[src/pkg/adapter_pkg.sv]
////////////////////////////////////////////////////////////////
// Shared constants of the dual parallel adapter
////////////////////////////////////////////////////////////////
package adapter_pkg;

  // Port width
  localparam int PORT_W = 8;

  // Register select codes
  localparam logic [1:0] ADDR_A_PORT = 2'h0;
  localparam logic [1:0] ADDR_A_CTL = 2'h1;
  localparam logic [1:0] ADDR_B_PORT = 2'h2;
  localparam logic [1:0] ADDR_B_CTL = 2'h3;

  // Control register bit positions
  localparam int BIT_EN1 = 0;
  localparam int BIT_POL1 = 1;
  localparam int BIT_SEL = 2;
  localparam int BIT_EN2 = 3;
  localparam int BIT_POL2 = 4;
  localparam int BIT_MODE2 = 5;
  localparam int BIT_FLAG2 = 6;
  localparam int BIT_FLAG1 = 7;

  // Values after reset
  localparam logic [7:0] RST_BYTE = 8'h00;
  localparam logic [5:0] RST_CTL = 6'h00;
  localparam logic RST_LINE = 1'b1;

  // Synchroniser width of the bus and of the peripheral pins
  localparam int BUS_SYNC_W = 15;
  localparam int PIN_SYNC_W = 20;

endpackage

[src/rtl/parallel_adapter.sv]
`timescale 1ns/1ps
// Function
// Direction bit 1 output, 0 input
// Selected only when hi, hi, low
// Reset clears every register and flag
// Transfers timed by processor phase-2 clock
// Read/write high reads, low writes
// Control bit 2 picks output or direction
// Addresses: A port, A ctl, B port, B ctl
// All six registers writable
// Control and direction reads return contents
// Request outputs active low, open drain
// Flags bits 7, 6 gated by enables
// First A input sets bit 7, enable 0
// Second A input sets bit 6, enable 3
// Port A read clears both A flags
// Side B interrupts same as side A
// Port B read clears both B flags
// Bit 1 picks first input edge
// Bit 5 low: input, edge by bit 4
// Strobe mode pulses on port A read
// Port A read returns pin levels
// Side B input lines undriven
// Data bus driven only during selected read
// Strobe low at fall, high next fall
// Handshake high again on first-input edge
// Bits 5, 4 set: line follows bit 3
// Side B strobes triggered by writes
// Output mode: bit 6 reads zero
// Write data captured high, applied at fall
// Port B read: output reg for outputs
// Control inputs synchronised and edge-detected
module parallel_adapter (
  // Clock and reset
  input wire logic clk_i,
  input wire logic rst_n_i,
  // Processor bus
  input wire logic phi2_i,
  input wire logic rw_i,
  input wire logic select_hi_first_i,
  input wire logic select_hi_second_i,
  input wire logic select_low_n_i,
  input wire logic reg_sel_lo_i,
  input wire logic reg_sel_hi_i,
  input wire logic [7:0] cpu_data_bus_i,
  output logic [7:0] cpu_data_bus_o,
  output logic cpu_data_bus_oe_n_o,
  // Interrupt requests
  output logic side_a_irq_n_o,
  output logic side_a_irq_oe_n_o,
  output logic side_b_irq_n_o,
  output logic side_b_irq_oe_n_o,
  // Side A peripheral pins
  input wire logic [7:0] port_a_pins_i,
  output logic [7:0] port_a_pins_o,
  output logic [7:0] port_a_pins_oe_n_o,
  input wire logic side_a_event_in_i,
  input wire logic side_a_ctl_line_i,
  output logic side_a_ctl_line_o,
  output logic side_a_ctl_line_oe_n_o,
  // Side B peripheral pins
  input wire logic [7:0] port_b_pins_i,
  output logic [7:0] port_b_pins_o,
  output logic [7:0] port_b_pins_oe_n_o,
  input wire logic side_b_event_in_i,
  input wire logic side_b_ctl_line_i,
  output logic side_b_ctl_line_o,
  output logic side_b_ctl_line_oe_n_o
);

  ////////////////////////////////////////////////////////////////
  // Declarations

  // Synchronised bus levels
  logic [adapter_pkg::BUS_SYNC_W-1:0] bus_lvl;
  // Bus edges, phase-2 fall used
  logic [adapter_pkg::BUS_SYNC_W-1:0] bus_fall;
  // Synchronised peripheral levels
  logic [adapter_pkg::PIN_SYNC_W-1:0] pin_lvl;
  // Peripheral rising edges
  logic [adapter_pkg::PIN_SYNC_W-1:0] pin_rise;
  // Peripheral falling edges
  logic [adapter_pkg::PIN_SYNC_W-1:0] pin_fall;

  // Decoded current bus fields
  logic phi2_s;
  logic phi2_fall;
  logic rw_s;
  logic sel_s;
  logic [1:0] addr_s;
  logic [7:0] wdata_s;

  // Bus fields held from the high phase
  logic rw_l_r;
  logic sel_l_r;
  logic [1:0] addr_l_r;
  logic [7:0] wdata_l_r;

  // Per-side storage
  logic [1:0][7:0] dir_r;
  logic [1:0][7:0] out_r;
  logic [1:0][5:0] ctl_r;
  logic [1:0] flag1_r;
  logic [1:0] flag2_r;
  logic [1:0] line_r;
  logic [1:0] line_oe_n_r;
  logic [1:0] irq_n_r;
  logic [1:0][7:0] pin_oe_n_r;

  // Per-side views
  logic [1:0][7:0] pins_s;
  logic [1:0] ev_rise;
  logic [1:0] ev_fall;
  logic [1:0] ctl_rise;
  logic [1:0] ctl_fall;
  logic [1:0][7:0] ctl_view;
  logic [1:0][7:0] port_view;

  // Read data path
  logic [7:0] rdata_nxt;
  logic [7:0] rdata_r;
  logic rd_oe_n_r;

  ////////////////////////////////////////////////////////////////
  // Input synchronisers

  // Bus sampled on system clock
  pin_sync #(
    .W(adapter_pkg::BUS_SYNC_W)
  ) u_bus_sync (
    .clk_i(clk_i),
    .rst_n_i(rst_n_i),
    .async_i({phi2_i, rw_i, select_hi_first_i, select_hi_second_i,
              select_low_n_i, reg_sel_hi_i, reg_sel_lo_i, cpu_data_bus_i}),
    .level_o(bus_lvl),
    .rise_o(),
    .fall_o(bus_fall)
  );

  // Control inputs synchronised, edge-detected
  pin_sync #(
    .W(adapter_pkg::PIN_SYNC_W)
  ) u_pin_sync (
    .clk_i(clk_i),
    .rst_n_i(rst_n_i),
    .async_i({side_b_event_in_i, side_a_event_in_i,
              side_b_ctl_line_i, side_a_ctl_line_i,
              port_b_pins_i, port_a_pins_i}),
    .level_o(pin_lvl),
    .rise_o(pin_rise),
    .fall_o(pin_fall)
  );

  ////////////////////////////////////////////////////////////////
  // Bus field decode
  always_comb begin
    phi2_s = bus_lvl[14];
    phi2_fall = bus_fall[14];
    rw_s = bus_lvl[13];
    // Two high selects, one low select
    sel_s = bus_lvl[12] & bus_lvl[11] & ~bus_lvl[10];
    addr_s = bus_lvl[9:8];
    wdata_s = bus_lvl[7:0];
  end

  // Split peripheral levels per side
  always_comb begin
    pins_s[0] = pin_lvl[7:0];
    pins_s[1] = pin_lvl[15:8];
    ctl_rise = pin_rise[17:16];
    ctl_fall = pin_fall[17:16];
    ev_rise = pin_rise[19:18];
    ev_fall = pin_fall[19:18];
  end

  ////////////////////////////////////////////////////////////////
  // Bus latch for the high phase
  // Data captured while phase-2 high
  always_ff @(posedge clk_i or negedge rst_n_i) begin
    if (!rst_n_i) begin
      rw_l_r <= 1'b0;
      sel_l_r <= 1'b0;
      addr_l_r <= 2'h0;
      wdata_l_r <= adapter_pkg::RST_BYTE;
    end else if (phi2_s) begin
      // Track the bus while the phase is high
      rw_l_r <= rw_s;
      sel_l_r <= sel_s;
      addr_l_r <= addr_s;
      wdata_l_r <= wdata_s;
    end
  end

  ////////////////////////////////////////////////////////////////
  // Per-side logic
  for (genvar i = 0; i < 2; i++) begin : g_side
    // Addresses of this side
    localparam logic [1:0] PORT_ADDR =
      (i == 0) ? adapter_pkg::ADDR_A_PORT : adapter_pkg::ADDR_B_PORT;
    localparam logic [1:0] CTL_ADDR =
      (i == 0) ? adapter_pkg::ADDR_A_CTL : adapter_pkg::ADDR_B_CTL;

    // Access strobes at the phase-2 fall
    logic acc;
    logic port_rd;
    logic port_wr;
    logic ctl_wr;
    logic trig;
    logic act1;
    logic act2;
    logic in_mode;

    // Access decode
    always_comb begin
      acc = phi2_fall & sel_l_r;
      // Port address with control bit 2
      port_rd = acc & rw_l_r & (addr_l_r == PORT_ADDR) &
                ctl_r[i][adapter_pkg::BIT_SEL];
      // Low level writes
      port_wr = acc & ~rw_l_r & (addr_l_r == PORT_ADDR);
      ctl_wr = acc & ~rw_l_r & (addr_l_r == CTL_ADDR);
      // Side B strobe on output write
      trig = (i == 0) ? port_rd
                      : port_wr & ctl_r[i][adapter_pkg::BIT_SEL];
      // First input edge polarity
      act1 = ctl_r[i][adapter_pkg::BIT_POL1] ? ev_rise[i] : ev_fall[i];
      // Second line edge polarity
      act2 = ctl_r[i][adapter_pkg::BIT_POL2] ? ctl_rise[i] : ctl_fall[i];
      in_mode = ~ctl_r[i][adapter_pkg::BIT_MODE2];
    end

    // Register writes
    always_ff @(posedge clk_i or negedge rst_n_i) begin
      if (!rst_n_i) begin
        // All registers cleared
        dir_r[i] <= adapter_pkg::RST_BYTE;
        out_r[i] <= adapter_pkg::RST_BYTE;
        ctl_r[i] <= adapter_pkg::RST_CTL;
      end else begin
        // Bit 2 steers output or direction
        if (port_wr && ctl_r[i][adapter_pkg::BIT_SEL]) begin
          out_r[i] <= wdata_l_r;
        end else if (port_wr) begin
          dir_r[i] <= wdata_l_r;
        end
        // Control writes, flags excluded
        if (ctl_wr) begin
          ctl_r[i] <= wdata_l_r[5:0];
        end
      end
    end

    // Interrupt flags
    always_ff @(posedge clk_i or negedge rst_n_i) begin
      if (!rst_n_i) begin
        flag1_r[i] <= 1'b0;
        flag2_r[i] <= 1'b0;
      end else begin
        // First input always sets bit 7
        if (act1) begin
          flag1_r[i] <= 1'b1;
        end else if (port_rd) begin
          // Port read clears flag
          flag1_r[i] <= 1'b0;
        end
        // Second input sets bit 6
        if (act2 && in_mode) begin
          flag2_r[i] <= 1'b1;
        end else if (port_rd) begin
          // Port read clears flag
          flag2_r[i] <= 1'b0;
        end
      end
    end

    // Second control line driver
    always_ff @(posedge clk_i or negedge rst_n_i) begin
      if (!rst_n_i) begin
        line_r[i] <= adapter_pkg::RST_LINE;
        line_oe_n_r[i] <= 1'b1;
      end else begin
        line_oe_n_r[i] <= in_mode;
        if (in_mode) begin
          // Undriven level kept high
          line_r[i] <= adapter_pkg::RST_LINE;
        end else if (ctl_r[i][adapter_pkg::BIT_POL2]) begin
          // Line follows bit 3
          line_r[i] <= ctl_r[i][adapter_pkg::BIT_EN2];
        end else if (trig) begin
          // Low at the fall ending the access
          line_r[i] <= 1'b0;
        end else if (ctl_r[i][adapter_pkg::BIT_EN2]) begin
          // High again on next fall
          if (phi2_fall) begin
            line_r[i] <= 1'b1;
          end
        end else if (act1) begin
          // Handshake ends on first-input edge
          line_r[i] <= 1'b1;
        end
      end
    end

    // Request and pin enables
    always_ff @(posedge clk_i or negedge rst_n_i) begin
      if (!rst_n_i) begin
        irq_n_r[i] <= 1'b1;
        pin_oe_n_r[i] <= 8'hff;
      end else begin
        // Flag with enable pulls request
        irq_n_r[i] <= ~((flag1_r[i] & ctl_r[i][adapter_pkg::BIT_EN1]) |
                        (flag2_r[i] & in_mode &
                         ctl_r[i][adapter_pkg::BIT_EN2]));
        // Direction bit 1 drives the pin
        pin_oe_n_r[i] <= ~dir_r[i];
      end
    end

    // Read views of this side
    always_comb begin
      // Bit 6 zero in output mode
      ctl_view[i] = {flag1_r[i], flag2_r[i] & in_mode, ctl_r[i]};
      if (i == 0) begin
        // Side A returns pin levels
        port_view[i] = pins_s[i];
      end else begin
        // Outputs from register, inputs from pins
        port_view[i] = (out_r[i] & dir_r[i]) | (pins_s[i] & ~dir_r[i]);
      end
    end
  end

  ////////////////////////////////////////////////////////////////
  // Read data multiplexer
  always_comb begin
    rdata_nxt = adapter_pkg::RST_BYTE;
    case (addr_s)
      // Direction read when bit 2 clear
      adapter_pkg::ADDR_A_PORT: begin
        rdata_nxt = ctl_r[0][adapter_pkg::BIT_SEL] ? port_view[0] : dir_r[0];
      end
      adapter_pkg::ADDR_A_CTL: begin
        rdata_nxt = ctl_view[0];
      end
      adapter_pkg::ADDR_B_PORT: begin
        rdata_nxt = ctl_r[1][adapter_pkg::BIT_SEL] ? port_view[1] : dir_r[1];
      end
      adapter_pkg::ADDR_B_CTL: begin
        rdata_nxt = ctl_view[1];
      end
      default: begin
        rdata_nxt = adapter_pkg::RST_BYTE;
      end
    endcase
  end

  ////////////////////////////////////////////////////////////////
  // Data bus driver
  always_ff @(posedge clk_i or negedge rst_n_i) begin
    if (!rst_n_i) begin
      rdata_r <= adapter_pkg::RST_BYTE;
      rd_oe_n_r <= 1'b1;
    end else begin
      rdata_r <= rdata_nxt;
      // Drive only in selected read phase
      rd_oe_n_r <= ~(phi2_s & sel_s & rw_s);
    end
  end

  ////////////////////////////////////////////////////////////////
  // Output ports, all from flip-flops or constants
  always_comb begin
    cpu_data_bus_o = rdata_r;
    cpu_data_bus_oe_n_o = rd_oe_n_r;
    // Open drain: low value, enabled when active
    side_a_irq_n_o = 1'b0;
    side_a_irq_oe_n_o = irq_n_r[0];
    side_b_irq_n_o = 1'b0;
    side_b_irq_oe_n_o = irq_n_r[1];
    port_a_pins_o = out_r[0];
    port_a_pins_oe_n_o = pin_oe_n_r[0];
    // Side B inputs released
    port_b_pins_o = out_r[1];
    port_b_pins_oe_n_o = pin_oe_n_r[1];
    // Side B mirrors side A
    side_a_ctl_line_o = line_r[0];
    side_a_ctl_line_oe_n_o = line_oe_n_r[0];
    side_b_ctl_line_o = line_r[1];
    side_b_ctl_line_oe_n_o = line_oe_n_r[1];
  end

endmodule

[src/rtl/pin_sync.sv]
`timescale 1ns/1ps
////////////////////////////////////////////////////////////////
// Two-stage synchroniser with edge detection
////////////////////////////////////////////////////////////////
module pin_sync #(
  parameter int W = 8
) (
  // Clock and reset
  input wire logic clk_i,
  input wire logic rst_n_i,
  // Asynchronous levels
  input wire logic [W-1:0] async_i,
  // Synchronised level and edges
  output logic [W-1:0] level_o,
  output logic [W-1:0] rise_o,
  output logic [W-1:0] fall_o
);

  // First stage, read only by the second
  logic [W-1:0] meta_r;
  // Second stage, the usable level
  logic [W-1:0] sync_r;
  // Previous usable level
  logic [W-1:0] prev_r;

  ////////////////////////////////////////////////////////////////
  // Synchroniser chain
  always_ff @(posedge clk_i or negedge rst_n_i) begin
    if (!rst_n_i) begin
      meta_r <= '0;
      sync_r <= '0;
      prev_r <= '0;
    end else begin
      meta_r <= async_i;
      sync_r <= meta_r;
      prev_r <= sync_r;
    end
  end

  ////////////////////////////////////////////////////////////////
  // Edges against the previous sample
  always_comb begin
    level_o = sync_r;
    rise_o = sync_r & ~prev_r;
    fall_o = ~sync_r & prev_r;
  end

endmodule

[config.mk]
export PLATFORM = sky130hd
export DESIGN_NAME = parallel_adapter
export DESIGN_NICKNAME = d
export VERILOG_FILES = /design/src/pkg/adapter_pkg.sv /design/src/rtl/parallel_adapter.sv /design/src/rtl/pin_sync.sv
export SDC_FILE = /design/constraint.sdc
export NUM_CORES = 1
export LEC_CHECK = 0
export ABC_AREA = 1
export BUFFER_PORTS_ARGS = -buffer_cell sky130_fd_sc_hd__buf_2
export CORE_MARGIN = 2
export CORE_UTILIZATION = 59
export CTS_BUF_LIST = sky130_fd_sc_hd__clkbuf_16
export DETAILED_ROUTE_END_ITERATION = 12
export PLACE_DENSITY = 0.85
export SYNTH_ARGS = -nofsm -noshare
export SYNTH_HDL_FRONTEND = slang
export SYNTH_SLANG_ARGS = --single-unit
[constraint.sdc]
create_clock -name clk_i -period 4.5 [get_ports clk_i]
set_clock_uncertainty 0.15 [all_clocks]
set_input_delay 0.9 -clock clk_i [delete_from_list [all_inputs] [get_ports clk_i]]
set_output_delay 0.9 -clock clk_i [all_outputs]
set_load 0.005 [all_outputs]
==> results by group <==
Synth
  • Post-Syn Area: 0.00567 sq mm
  • Synth area leader: dfrtp_1
  • Fraction of the mapped netlist area in adder cells: 0%
  • Seq/Total Area, Yosys: 73.8%
  • Post-synth top area share: 63.2%
  • Mean Syn Cell Area: 12.1 sq um
  • Ys async rst share: 100%
  • Synth Area in Compound Gates: 9.21%
  • Simple-gate share of the synthesized area: 12.1%
  • Largest family of logic cells by synthesized area: simple AND/OR/NAND/NOR gates
  • Syn. warnings: 0
  • Post-synth EDFFs: 0
  • Top_reg_cell synth: dfrtp_1
  • Synth area leaders: dfrtp_1 (63%), dfstp_2 (11%), nand2_1 (8.1%), inv_1 (3.1%), o21ai_1 (3.0%)
  • Mux share of post-synthesis cell area: 0%
  • Mapped Cells: 469
  • Yosys cell types: 27
  • Synth Register Bits: 166
  • Synth Area in XOR/XNOR: 0%
  • Most frequent cells after synthesis: dfrtp_1 (143), nand2_1 (122), inv_1 (47), o21ai_1 (34), o21ai_0 (24)
  • Cell with the most instances after synthesis: dfrtp_1

Floorplan
  • Die area: 0.0104 sq mm
  • Die span in x: 102 um
  • Effective utilization at floorplan: 61.0%
  • FP Rows: 35
  • Num ports: 86
  • Die H: 102 um
  • Core area: 0.00928 sq mm

Cells and area
  • Reg area: 0.00418 sq mm
  • Final #Nets: 598
  • Area Overhead vs Synth: 19.2%
  • Layout cell share with drive strength beyond 1: 26.3%
  • Fillcell total: 620
  • Layout Utilization: 72.8%
  • Area occupied by multi-input gates: 0.00121 sq mm
  • Diode count: 0

Placement
  • Buffers on Ports: 83
  • Hpwl dp: 7700 um
  • Routability Congestion: 0.845

Route
  • Routed via count: 3729
  • Final WL: 12100 um
  • Vias per cell: 5.30
  • Pre-antenna DRT Iters: 4
  • # DRC: 0
  • Starting DRT DRC Count: 275
  • Wire length per cell: 17.2 um
  • Routed Antenna Nets: 0

Timing
  • Slew Limit Fails: 0
  • Slew HR: 29.8%
  • RSZ-0062 raised after global routing: no
  • Setup TNS: 0 ps
  • Fmax: 469 MHz
  • Final period utilization: 47.3%
  • Slew of the pin with the lowest slew margin: 1050 ps
  • Tmin final: 2130 ps
  • Worst hold slack: 199 ps
  • Final hold violations: 0
  • Setup violations, final: 0

Clock network
  • CTS max path bufs: 2
  • Post_cts resized: 0
  • Clock sinks: 166
  • CTS tree: done
  • H-tree depth: 4
  • Skew-Pair Late Insertion Delay: 420 ps
  • Cts hold-fix bufs: 0
  • Post-CTS setup repair buffer count: 0
  • Worst-path clk slew: 70 ps
  • Clock root cell: clkbuf_16
  • CTS Buf Count: 17

Power and ir drop
  • Part of the power in registers: 50.7%
  • VDD IR max: 0.000408 V
  • Psw: 0.859 mW
  • Internal: 2.42 mW
  • PD cells: 486 mW/mm^2
  • Sw Ratio: 26.2%
  • Part of the power in the clock network: 42.6%
  • Static leakage: 3.26 nW
  • Total power: 3.28 mW
  • Combinational share of power: 6.7%

Setup path
  • CP max-delay cell: dfstp_2
  • Critical path required time: 3450 ps
  • Crit path buffers/inverters: 1
  • Crit-path cells: buf_2
  • Flop2flop setup slack: 2560 ps
  • Critical path arrival: 1080 ps
  • Worst Setup Path Type: register to output pin
  • Largest stage delay on the critical path: 540 ps
  • Kind of cell adding the most delay to the critical path: flip-flops
  • Element type at the critical path end: output pin
  • CP max FO: 1
  • Startpoint types: register

GRT
  • Grt ovf: 0
  • Vias in the first global route: 3844
  • Initial antenna violation count: 0
  • Global-route wire length before repair: 19200 um
  • Largest net degree at the start of global routing: 124
  • GRT Overall Usage: 25.7%

Job
  • Total of max-cap violations: 0

Min path
  • Hold WC Path Type: register to register

Status
  • Status: finished, final reports clean
[worst register-to-register path: stages (launching register included)]
cell and delay, ps:
dfrtp_1 640, inv_2 240, nand3_4 110, nor2_8 200, nand3_2 260, nand2_1 140, o21ai_1 80
[cells in the final DEF, fill, tap and decap left out, types with 3 or more instances in the layout]
master | synthesis | routed
dfrtp_1 | 143 | 143
nand2_1 | 122 | 122
buf_2 | 5 | 82
inv_1 | 47 | 47
o21ai_1 | 34 | 34
o21ai_0 | 24 | 24
dfstp_2 | 23 | 23
clkbuf_16 | 0 | 17
o211ai_1 | 16 | 16
nor2_1 | 9 | 9
nand3_1 | 9 | 9
o2111ai_1 | 8 | 8
inv_8 | 0 | 7
nand3_4 | 3 | 3
clkinv_4 | 0 | 3
inv_6 | 0 | 3
[kinds of logic after synthesis]
family | count (synthesis)
buffers and inverters | 62
other | 1
and+or+nand+nor | 153
AOI/OAI and AO/OA | 87
DFF | 166
[area by class of cell]
cell class / count / area share, %
Sequential cell: 166 / 61.9
Multi-Input combinational cell: 242 / 18.0
Timing Repair Buffer: 85 / 6.46
Clock buffer: 17 / 6.30
Inverter: 49 / 2.72
Tap cell: 129 / 2.39
Clock inverter: 15 / 2.24
[layer usage]
layer | up-vias | GRT usage (%) | wire [um]
li1 | 1710 | - | -
met1 | 1837 | 30.8 | 4520
met2 | 144 | 41.9 | 6240
met3 | 38 | 7.66 | 827
met4 | 0 | 14.9 | 477
met5 | - | 0 | 0
[power groups by stage]
stage | clock (mW) | sequential [mW] | combinational [mW]
finish | 1.40 | 1.67 | 0.219
global route | 1.48 | 1.68 | 0.249
CTS | 1.42 | 1.67 | 0.221
detailed placement | 0 | 1.69 | 0.215
global placement | 0 | 1.68 | 0.205
floorplan | 0 | 1.68 | 0.104
[stage by stage]
stage	cell area, sq um	setup slack [ps]	cells
final	6760	2370	703
after global routing	6760	2340	703
after CTS	6760	2360	703
after detailed placement	6180	2300	671
after global placement	6180	2370	671
after floorplan	5670	2940	470
[worst paths after layout]
kind,startpoint,endpoint,cells after the start
min,u_bus_sync.meta_r[10],u_bus_sync.level_o[10],0
max,port_a_pins_oe_n_o[0],port_a_pins_oe_n_o[0],1
min reg2reg,u_bus_sync.meta_r[10],u_bus_sync.level_o[10],0
max reg2reg,u_bus_sync.level_o[14],ctl_r[3],6
min in group asynchronous,rst_n_i,cpu_data_bus_o[4],1
max in group asynchronous,rst_n_i,wdata_l_r[5],2
[flip-flops by register name, indices dropped and copies added (netlist names), 2 cells and up]
signal,flops
port_a_pins_oe_n_o,8
port_a_pins_o,8
u_pin_sync.meta_r,20
u_pin_sync.level_o,20
u_bus_sync.meta_r,15
ctl_view,2
cpu_data_bus_o,8
addr_l_r,2
u_bus_sync.level_o,15
dir_r,16
flag2_r,2
port_b_pins_oe_n_o,8
ctl_r,12
u_pin_sync.prev_r,4
wdata_l_r,8
port_b_pins_o,8
No activity file was read; power rests on OpenSTA's default activity.
